File: src/common/vgcr_pkg.sv
package vgcr_pkg;
  // Coprocessor register number and select of each register in this bank.
  localparam logic [4:0] REG_GUEST_CONTROL_EXTENSION = 5'h0b;
  localparam logic [2:0] SEL_GUEST_CONTROL_EXTENSION = 3'h4;
  localparam logic [4:0] REG_GUEST_TIME_OFFSET = 5'h0c;
  localparam logic [2:0] SEL_GUEST_TIME_OFFSET = 3'h7;
  localparam logic [4:0] REG_EXCEPTION_CAUSE = 5'h0d;
  localparam logic [2:0] SEL_EXCEPTION_CAUSE = 3'h0;
  localparam logic [4:0] REG_CAPABILITY_CONFIG_THREE = 5'h10;
  localparam logic [2:0] SEL_CAPABILITY_CONFIG_THREE = 3'h3;
  localparam logic [4:0] REG_WATCHPOINT_HIGH = 5'h13;
  localparam logic [2:0] SEL_WATCHPOINT_HIGH = 3'h0;
  localparam logic [4:0] REG_PERF_CONTROL = 5'h19;
  localparam logic [2:0] SEL_PERF_CONTROL = 3'h0;
  localparam logic [4:0] REG_GUEST_COUNT = 5'h09;
  localparam logic [2:0] SEL_GUEST_COUNT = 3'h0;

  // Extension register field positions.
  localparam int EXT_MMU_BIT = 0;
  localparam int EXT_BAD_BIT = 1;
  localparam int EXT_OTHER_BIT = 2;
  localparam int EXT_FCD_BIT = 3;
  localparam int EXT_CGI_BIT = 4;
  localparam int EXT_WIDTH = 5;
  localparam logic [4:0] EXT_RESET = 5'h00;

  // Cause, capability, watchpoint, performance control and offset fields, and the index-invalidate op code.
  localparam int CAUSE_CODE_LSB = 2;
  localparam logic [4:0] EXC_CODE_GUEST_EXIT = 5'h1b;
  localparam logic [4:0] EXC_CODE_RESET = 5'h00;
  localparam int VZ_BIT = 23;
  localparam int WM_LSB = 28;
  localparam logic [1:0] WM_RESET = 2'h0;
  localparam int ASID_LSB = 16;
  localparam int EC_LSB = 23;
  localparam logic [1:0] EC_RESET = 2'h0;
  localparam logic [31:0] OFFSET_RESET = 32'h0000_0000;
  localparam logic [15:0] CACHE_INDEX_INVALIDATE = 16'hb000;

  // Event-context encodings.
  localparam logic [1:0] EC_ROOT = 2'h0;
  localparam logic [1:0] EC_ROOT_INTERVENTION = 2'h1;
  localparam logic [1:0] EC_GUEST = 2'h2;
  localparam logic [1:0] EC_GUEST_PLUS_INTERVENTION = 2'h3;

  // Register group touched by a guest coprocessor access.
  typedef enum logic [2:0] {
    GRP_NONE,
    GRP_OTHER,
    GRP_BAD,
    GRP_MMU,
    GRP_COUNT
  } vgcr_group_t;
endpackage : vgcr_pkg

File: src/hw/vgcr_regs.sv
// How it works
// [RULE1] Op 0xb000 runs untrapped when both guest cache bits are set.
// [RULE2] Field-change events trap unless field-change-disable is set.
// [RULE3] Enables in bits 2,1,0 make guest accesses to their groups trap.
// [RULE4] Clear group enable means no trap unless coprocessor access is off.
// [RULE5] Optional extension bits reset to 0; unimplemented ones read 0.
// [RULE6] Guest time equals root count plus the two's complement offset.
// [RULE7] Guest time matching compare gives the timer event; reads show it.
// [RULE8] Guest writes to guest count always trap and never change guest time; a guest cache op in the same cycle overrides this trap.
// [RULE9] Offset width is nonzero; unimplemented offset bits read zero.
// [RULE10] Offset is read/write from root and resets to zero.
// [RULE11] Guest exit loads cause code 27 and the subcode into guest control.
// [RULE12] Capability is read-only; bit 23 shows virtualization presence.
// [RULE13] Guest reads of the virtualization bit always return 0.
// [RULE14] Explicit invalid entry marking reported with guest identifiers.
// [RULE15] Watch identifier is 10 bits with extended identifiers, else 8.
// [RULE16] Watch management bits 29:28 reset 0, root writable, guest reads 0.
// [RULE17] Event-context field selects what counts; root-only writable.
// [RULE18] Guest time wraps modulo 2^32; unimplemented offset bits are zero.
`timescale 1ns/1ns
module vgcr_regs #(
  parameter logic [4:0] EXT_IMPL = 5'h1f,
  parameter int OFFSET_WIDTH = 32,
  parameter bit VIRT_PRESENT = 1'b1,
  parameter bit GUEST_ID_SUPPORTED = 1'b1,
  parameter bit WATCH_MGMT_IMPL = 1'b1,
  parameter bit EVENT_CONTEXT_IMPL = 1'b1,
  parameter logic [31:0] CAPABILITY_CONFIG_THREE_OTHER = 32'h0000_0000
) (
  // Clock and reset.
  input wire logic clk,
  input wire logic rst,
  // Coprocessor register port.
  input wire logic regRead,
  input wire logic regWrite,
  input wire logic [4:0] regNum,
  input wire logic [2:0] regSel,
  input wire logic [31:0] regWriteData,
  input wire logic rootMode,
  input wire logic guestContext,
  output logic [31:0] regReadData,
  // Guest control state held elsewhere.
  input wire logic cacheGuestEnable,
  input wire logic guestCoprocAccess,
  input wire logic extendedAsidEnable,
  // Guest access checks.
  input wire logic guestAccess,
  input wire logic guestAccessWrite,
  input wire vgcr_pkg::vgcr_group_t guestAccessGroup,
  input wire logic guestCacheOp,
  input wire logic [15:0] cacheOpCode,
  input wire logic guestSoftwareFieldChange,
  input wire logic guestHardwareFieldChange,
  output logic guestPrivilegedSensitiveExc,
  output logic fieldChangeExc,
  output logic fieldChangeApply,
  // Exceptions.
  input wire logic excTake,
  input wire logic [4:0] excCodeIn,
  input wire logic guestExit,
  input wire logic [7:0] guestExitDetail,
  output logic [7:0] guestExitSubcode,
  // Guest timer.
  input wire logic [31:0] rootCount,
  input wire logic [31:0] guestCompare,
  output logic [31:0] guestTime,
  output logic guestTimerIrq,
  // Performance counting.
  input wire logic perfEvent,
  input wire logic ctxRoot,
  input wire logic ctxRootIntervention,
  input wire logic ctxGuest,
  output logic perfCount,
  // Capability.
  output logic explicitInvalidEntry
);
  localparam logic [31:0] OFFSET_MASK = (OFFSET_WIDTH >= 32) ? 32'hffff_ffff
    : ((32'h1 << OFFSET_WIDTH) - 32'h1);

  wire logic [4:0] guestControlExtension;
  logic [31:0] guestTimeOffset;
  logic [4:0] exceptionCode;
  logic [1:0] watchManagement;
  logic [9:0] watchAsid;
  logic [1:0] eventContextSelect;
  logic [31:0] next_guestTime;
  logic [31:0] next_readData;
  logic next_guest_privileged_sensitive_exc;
  logic matchPrev;
  logic rootWrite;
  logic [31:0] capabilityConfigThree;
  logic [31:0] watchpointHigh;
  logic [9:0] asidMask;

  assign rootWrite = regWrite && rootMode;

  // Each optional extension bit exists only where its function is built.
  genvar b;
  generate
    for (b = 0; b < vgcr_pkg::EXT_WIDTH; b++)
    begin : g_ext
      if (EXT_IMPL[b])
      begin : g_impl
        logic extBit;
        always_ff @(posedge clk or posedge rst)
        begin
          if (rst)
            extBit <= vgcr_pkg::EXT_RESET[b]; // [RULE5]
          else if (rootWrite &&
                   regNum == vgcr_pkg::REG_GUEST_CONTROL_EXTENSION &&
                   regSel == vgcr_pkg::SEL_GUEST_CONTROL_EXTENSION)
            extBit <= regWriteData[b];
        end
        assign guestControlExtension[b] = extBit;
      end
      else
      begin : g_none
        assign guestControlExtension[b] = 1'b0; // [RULE5]
      end
    end
  endgenerate

  // The offset stores only implemented bits, so read-back shows the width.
  always_ff @(posedge clk or posedge rst)
  begin
    if (rst)
      guestTimeOffset <= vgcr_pkg::OFFSET_RESET; // [RULE10]
    else if (rootWrite && regNum == vgcr_pkg::REG_GUEST_TIME_OFFSET &&
             regSel == vgcr_pkg::SEL_GUEST_TIME_OFFSET)
      guestTimeOffset <= regWriteData & OFFSET_MASK; // [RULE9]
  end

  // Guest exit takes priority over any other exception in the same cycle.
  always_ff @(posedge clk or posedge rst)
  begin
    if (rst)
    begin
      exceptionCode <= vgcr_pkg::EXC_CODE_RESET;
      guestExitSubcode <= 8'h00;
    end
    else if (guestExit)
    begin
      exceptionCode <= vgcr_pkg::EXC_CODE_GUEST_EXIT; // [RULE11]
      guestExitSubcode <= guestExitDetail; // [RULE11]
    end
    else if (excTake)
      exceptionCode <= excCodeIn;
  end

  assign asidMask = extendedAsidEnable ? 10'h3ff : 10'h0ff; // [RULE15]

  always_ff @(posedge clk or posedge rst)
  begin
    if (rst)
    begin
      watchManagement <= vgcr_pkg::WM_RESET; // [RULE16]
      watchAsid <= 10'h000;
    end
    else if (rootWrite && !guestContext &&
             regNum == vgcr_pkg::REG_WATCHPOINT_HIGH &&
             regSel == vgcr_pkg::SEL_WATCHPOINT_HIGH)
    begin
      if (WATCH_MGMT_IMPL)
        watchManagement <= regWriteData[vgcr_pkg::WM_LSB +: 2]; // [RULE16]
      watchAsid <= regWriteData[vgcr_pkg::ASID_LSB +: 10] & asidMask;
    end
  end

  // In guest context the field is read-only zero, so writes are dropped; writes also need root mode.
  always_ff @(posedge clk or posedge rst)
  begin
    if (rst)
      eventContextSelect <= vgcr_pkg::EC_RESET;
    else if (EVENT_CONTEXT_IMPL && rootWrite && !guestContext &&
             regNum == vgcr_pkg::REG_PERF_CONTROL &&
             regSel == vgcr_pkg::SEL_PERF_CONTROL)
      eventContextSelect <= regWriteData[vgcr_pkg::EC_LSB +: 2]; // [RULE17]
  end

  always_ff @(posedge clk or posedge rst)
  begin
    if (rst)
      perfCount <= 1'b0;
    else
      case (eventContextSelect)
        vgcr_pkg::EC_ROOT: perfCount <= perfEvent && ctxRoot; // [RULE17]
        vgcr_pkg::EC_ROOT_INTERVENTION:
          perfCount <= perfEvent && ctxRootIntervention; // [RULE17]
        vgcr_pkg::EC_GUEST: perfCount <= perfEvent && ctxGuest; // [RULE17]
        default:
          perfCount <= perfEvent && (ctxGuest || ctxRootIntervention);
      endcase
  end

  // Plain 32-bit add wraps with the root count.
  assign next_guestTime =
    rootCount + (guestTimeOffset & OFFSET_MASK); // [RULE6] [RULE18]

  always_ff @(posedge clk or posedge rst)
  begin
    if (rst)
    begin
      guestTime <= 32'h0000_0000;
      matchPrev <= 1'b0;
      guestTimerIrq <= 1'b0;
    end
    else
    begin
      guestTime <= next_guestTime;
      matchPrev <= (next_guestTime == guestCompare);
      // One pulse when the guest time reaches compare, not while it rests.
      guestTimerIrq <= (next_guestTime == guestCompare) && !matchPrev; // [RULE7]
    end
  end

  always_comb
  begin
    next_guest_privileged_sensitive_exc = 1'b0;
    if (guestAccess)
    begin
      case (guestAccessGroup)
        vgcr_pkg::GRP_OTHER: next_guest_privileged_sensitive_exc = !guestCoprocAccess ||
          guestControlExtension[vgcr_pkg::EXT_OTHER_BIT]; // [RULE3] [RULE4]
        vgcr_pkg::GRP_BAD: next_guest_privileged_sensitive_exc = !guestCoprocAccess ||
          guestControlExtension[vgcr_pkg::EXT_BAD_BIT]; // [RULE3] [RULE4]
        vgcr_pkg::GRP_MMU: next_guest_privileged_sensitive_exc = !guestCoprocAccess ||
          guestControlExtension[vgcr_pkg::EXT_MMU_BIT]; // [RULE3] [RULE4]
        vgcr_pkg::GRP_COUNT:
          next_guest_privileged_sensitive_exc = guestAccessWrite || !guestCoprocAccess; // [RULE8]
        default: next_guest_privileged_sensitive_exc = !guestCoprocAccess;
      endcase
    end
    if (guestCacheOp)
    begin
      if (cacheOpCode == vgcr_pkg::CACHE_INDEX_INVALIDATE)
        next_guest_privileged_sensitive_exc = !(cacheGuestEnable &&
          guestControlExtension[vgcr_pkg::EXT_CGI_BIT]); // [RULE1]
      else
        next_guest_privileged_sensitive_exc = !cacheGuestEnable; // [RULE1]
    end
  end

  always_ff @(posedge clk or posedge rst)
  begin
    if (rst)
    begin
      guestPrivilegedSensitiveExc <= 1'b0;
      fieldChangeExc <= 1'b0;
      fieldChangeApply <= 1'b0;
      explicitInvalidEntry <= 1'b0;
    end
    else
    begin
      guestPrivilegedSensitiveExc <= next_guest_privileged_sensitive_exc;
      fieldChangeExc <= (guestSoftwareFieldChange ||
        guestHardwareFieldChange) &&
        !guestControlExtension[vgcr_pkg::EXT_FCD_BIT]; // [RULE2]
      fieldChangeApply <= (guestSoftwareFieldChange ||
        guestHardwareFieldChange) &&
        guestControlExtension[vgcr_pkg::EXT_FCD_BIT]; // [RULE2]
      explicitInvalidEntry <= VIRT_PRESENT && GUEST_ID_SUPPORTED; // [RULE14]
    end
  end

  // Capability has no storage; the guest view hides the virtualization bit.
  always_comb
  begin
    capabilityConfigThree = CAPABILITY_CONFIG_THREE_OTHER;
    capabilityConfigThree[vgcr_pkg::VZ_BIT] =
      VIRT_PRESENT && !guestContext; // [RULE12] [RULE13]
    watchpointHigh = 32'h0000_0000;
    watchpointHigh[vgcr_pkg::ASID_LSB +: 10] =
      watchAsid & asidMask; // [RULE15]
    if (!guestContext)
      watchpointHigh[vgcr_pkg::WM_LSB +: 2] = watchManagement; // [RULE16]
  end

  always_comb
  begin
    next_readData = 32'h0000_0000;
    if (guestContext)
    begin
      if (regNum == vgcr_pkg::REG_GUEST_COUNT &&
          regSel == vgcr_pkg::SEL_GUEST_COUNT)
        next_readData = next_guestTime; // [RULE7]
      else if (regNum == vgcr_pkg::REG_CAPABILITY_CONFIG_THREE &&
               regSel == vgcr_pkg::SEL_CAPABILITY_CONFIG_THREE)
        next_readData = capabilityConfigThree; // [RULE13]
      else if (regNum == vgcr_pkg::REG_WATCHPOINT_HIGH &&
               regSel == vgcr_pkg::SEL_WATCHPOINT_HIGH)
        next_readData = watchpointHigh;
    end
    else
      case ({regNum, regSel})
        {vgcr_pkg::REG_GUEST_CONTROL_EXTENSION,
         vgcr_pkg::SEL_GUEST_CONTROL_EXTENSION}:
          next_readData = {27'h0000000, guestControlExtension};
        {vgcr_pkg::REG_GUEST_TIME_OFFSET, vgcr_pkg::SEL_GUEST_TIME_OFFSET}:
          next_readData = guestTimeOffset; // [RULE9]
        {vgcr_pkg::REG_EXCEPTION_CAUSE, vgcr_pkg::SEL_EXCEPTION_CAUSE}:
          next_readData[vgcr_pkg::CAUSE_CODE_LSB +: 5] = exceptionCode;
        {vgcr_pkg::REG_CAPABILITY_CONFIG_THREE,
         vgcr_pkg::SEL_CAPABILITY_CONFIG_THREE}:
          next_readData = capabilityConfigThree; // [RULE12]
        {vgcr_pkg::REG_WATCHPOINT_HIGH, vgcr_pkg::SEL_WATCHPOINT_HIGH}:
          next_readData = watchpointHigh;
        {vgcr_pkg::REG_PERF_CONTROL, vgcr_pkg::SEL_PERF_CONTROL}:
          next_readData[vgcr_pkg::EC_LSB +: 2] = eventContextSelect;
        default: next_readData = 32'h0000_0000;
      endcase
  end

  always_ff @(posedge clk or posedge rst)
  begin
    if (rst)
      regReadData <= 32'h0000_0000;
    else if (regRead)
      regReadData <= next_readData;
  end
endmodule : vgcr_regs

File: config.mk
export PLATFORM = sky130hd
export DESIGN_NAME = vgcr_regs
export DESIGN_NICKNAME = d
export VERILOG_FILES = /design/src/common/vgcr_pkg.sv /design/src/hw/vgcr_regs.sv
export SDC_FILE = /design/constraint.sdc
export NUM_CORES = 1
export LEC_CHECK = 0
export BUFFER_PORTS_ARGS = -buffer_cell sky130_fd_sc_hd__clkbuf_2
export CORE_AREA = 10 10 173 175
export DETAILED_ROUTE_END_ITERATION = 6
export DIE_AREA = 0 0 183 185
export PLACE_DENSITY = 0.54
export SLEW_MARGIN = 30
export SYNTH_ARGS = -nofsm -noshare
export SYNTH_HDL_FRONTEND = slang
export SYNTH_SLANG_ARGS = --single-unit
File: constraint.sdc
create_clock -name clk -period 5.8 [get_ports clk]
set_input_delay 1.16 -clock clk [delete_from_list [all_inputs] [get_ports clk]]
set_output_delay 1.16 -clock clk [all_outputs]
set_load 0.005 [all_outputs]
==> results.json <==
{
  "first_iter_violations": 383,
  "slowest_delay_ns": 0.42,
  "clock_power_share": 0.456,
  "place.gp.congestion": 0.8865,
  "cts_tree": "yes",
  "worstSkewPairLatency_ns": 0.43,
  "ctsLongestPathBuffers": 2,
  "p_sw_frac": 0.2712,
  "io_pins": 234,
  "dieArea_um2": 33860,
  "hold_viol": 0,
  "cts-root-buf": "clkbuf_16",
  "crit_path_start_kind": "input port",
  "yosysSeqAreaShare": 0.4339,
  "worst_pin_slew_ns": 0.8913,
  "synth_edf_count": 0,
  "crit_fanout": 4,
  "setup_ws_ns": 1.888,
  "crit_path_end_kind": "flop",
  "dr.pass1.iters": 6,
  "syn_area_um2": 7785,
  "crit_slowest_cell": "fa_1",
  "avgSynthCellArea_um2": 10.27,
  "hp-start": "matchPrev$_DFF_PP0_",
  "cts_resized": 0,
  "switchingPower_mw": 0.6852,
  "synth_fp_nets": 946,
  "htreeDepth": 4,
  "startpoint": "rootCount[0]",
  "p_total_mw": 2.526,
  "setup_viol": 0,
  "combPwrFrac": 0.143,
  "synth_flop_cell": "dfrtp_1",
  "ys_types": 75,
  "antenna_found_initial": 3,
  "rsz0062_at_grt": "no",
  "fin_worst_skew_ns": 0.01306,
  "place_ws_ns": 1.447,
  "grt_pass1_wl_um": 41970,
  "vias": 6733,
  "final_core_util": 0.3725,
  "io_buffers": 233,
  "drt_wl_total_um": 27340,
  "powerDensity_nw_per_um2": 255.2,
  "yosysWarnings": 0,
  "fin_nets": 1162,
  "grt_use_total": 0.1607,
  "grt_pass1_vias": 7085,
  "area_delta_synth_final_pct": 27.16,
  "core_region_area_um2": 26580,
  "critical_path_class": "input port to flop",
  "grt-ovfl-total": 0,
  "drive_gt1_frac": 0.3536,
  "place_hpwl_um": 22060,
  "p_int_mw": 1.841,
  "arrival_ns": 4.26,
  "multi_input_area_um2": 4213,
  "rr_startpoint": "guestTimeOffset[0]$_DFFE_PP0P_",
  "hold_buffers": 0,
  "pwr-share-seq": 0.401,
  "crit_top_cell": "xnor2_1",
  "outcome": "complete, no violations",
  "viasPerCell": 5.062,
  "die_x_um": 183,
  "slew_violations": 0,
  "ant_nets": 0,
  "hp-class": "flop to flop",
  "power_leakage_nw": 4.741,
  "synth-seq-cells": 135,
  "max_freq_ghz": 0.2556,
  "start_util": 0.2929,
  "path_buf_inv": 1,
  "fin_area_um2": 9899,
  "crit_chain": "clkbuf_2 > ha_1 > fa_1 > a21o_1 > a221oi_2 > nor2_1 > a21oi_1 > xnor2_1 > xnor2_1 > and4_1 > nand4_1 > nor4_2",
  "synth_async_sr_flop_share": 1.000,
  "die_y_um": 185,
  "path_delay_family": "compound AO/OA/AOI/OAI gates",
  "cts.reportedPaths.clkPinSlew_ns": 0.07,
  "drt_drc_violations_left": 0,
  "clkSinkCount": 135,
  "placed_cell_area_um2": 9256,
  "grt_max_degree": 94,
  "nFillCells": 2743,
  "synthCells": 758,
  "numCtsBuffers": 17,
  "max_slew_margin": 0.4036,
  "finalSetupTns_ns": 0,
  "post-cts-setup-buffers": 0,
  "rows": 60,
  "seqCellArea_um2": 3378,
  "crit_required_ns": 6.14,
  "wire_per_inst_um": 20.56,
  "min_period_over_period": 0.6745,
  "vdd_ir_drop_max_v": 0.0001494,
  "drv_cap": 0,
  "period_minus_slack_ns": 3.912
}
==> worst paths after layout <==
check                           slack (ns)                              end  depth (start not counted)
worst min-delay path                  0.43          guestTimerIrq$_DFF_PP0_                          1
worst max register to register        2.31          guestTimerIrq$_DFF_PP0_                         11
worst min register to register        0.43          guestTimerIrq$_DFF_PP0_                          1
max in group asynchronous             4.28         watchAsid[6]$_DFFE_PP0P_                          3
min in group asynchronous             0.66  guestExitSubcode[5]$_DFFE_PP0P_                          2
worst max-delay path                  1.89          guestTimerIrq$_DFF_PP0_                         12
==> cell usage after synthesis (3+ instances only) <==
cell type,count,share of area
a211o_1,4,0.0045
a21o_1,7,0.0068
a21oi_1,67,0.043
a222oi_1,6,0.0077
a22oi_1,26,0.025
a31oi_1,8,0.0064
and2_1,6,0.0048
and3_1,8,0.0064
and4_1,3,0.0034
buf_2,9,0.0058
buf_4,3,0.0029
clkbuf_1,29,0.014
dfrtp_1,135,0.43
ha_1,31,0.050
inv_1,8,0.0039
mux2_2,57,0.082
nand2_1,55,0.027
nand2b_1,3,0.0024
nand3_1,12,0.0077
nand4_1,13,0.010
nor2_1,69,0.033
nor2b_1,12,0.0096
nor3_1,16,0.010
nor4_1,3,0.0024
o211ai_1,7,0.0068
o21ai_0,28,0.018
o21bai_1,7,0.0068
xnor2_1,46,0.052
xnor3_1,5,0.014
xor2_1,16,0.018
==> per-stage QoR <==
| stage | std cells | hold WS (ns) |
|---|---|---|
| final | 1330 | 0.4256 |
| after global routing | 1328 | 0.4346 |
| after detailed placement | 1295 | 0.4094 |
| after CTS | 1327 | 0.4238 |
| after global placement | 1295 | 0.4137 |
| after floorplan | 758 | 0.4003 |
==> kinds of logic after synthesis <==
| family | Yosys count | synth area share |
|---|---|---|
| buf+inv | 50 | 0.02700 |
| compound gates | 196 | 0.1741 |
| mux | 59 | 0.08502 |
| xor+xnor | 69 | 0.09033 |
| flops | 135 | 0.4339 |
| fa+ha+maj | 32 | 0.05239 |
| simple gates | 216 | 0.1368 |
| other cells | 1 | 0.0004817 |
==> flip-flops by register name (all words and copies together), names as in the netlist, 2 cells and up <==
name                 cells
guestTimeOffset         32
guestTime               32
regReadData             32
watchAsid               10
guestExitSubcode         8
exceptionCode            5
g_ext.g_impl.extBit      5
eventContextSelect       2
watchManagement          2
==> layout by cell type, fill, tap and decap left out, types with 8 or more instances in the layout <==
master and count:
clkbuf_2 233, dfrtp_1 135, nor2_1 69, a21oi_1 67, mux2_2 57, nand2_1 55
xnor2_1 46, ha_1 31, o21ai_0 28, a22oi_1 26, clkbuf_16 17, xor2_1 16
nor3_1 14, nand4_1 13, nor2b_1 12, nand3_1 12, and3_1 8, a31oi_1 8
==> metal layers <==
metal,share of wire,routed length [um],up-vias,track usage
met1,0.43,11840,3276,0.1989
li1,-,-,3211,-
met3,0.086,2354,23,0.06074
met2,0.47,12850,221,0.2590
met5,0.00073,20,-,0
met4,0.010,276,2,0.03803
==> cell type report <==
cell class | instances | share of cell area
inverters | 8 | 0.003539
multi-input cells | 573 | 0.4256
diodes | 2 | 0.0005056
flip-flops and latches | 135 | 0.3413
clock inverters | 13 | 0.01694
well taps | 341 | 0.04310
clock buffers | 19 | 0.04474
repair buffers | 239 | 0.1244
==> power groups by stage <==
stage          Sequential, mW  Combinational [mW]  Clock (mW)
2_1_floorplan            1.03               0.190           0
3_3_place_gp             1.03               0.364           0
3_5_place_dp             1.03               0.364           0
4_1_cts                  1.01               0.366        1.17
5_1_grt                  1.02               0.403        1.22
6_report                 1.01               0.362        1.15
Power figures use the tool's default switching activity.
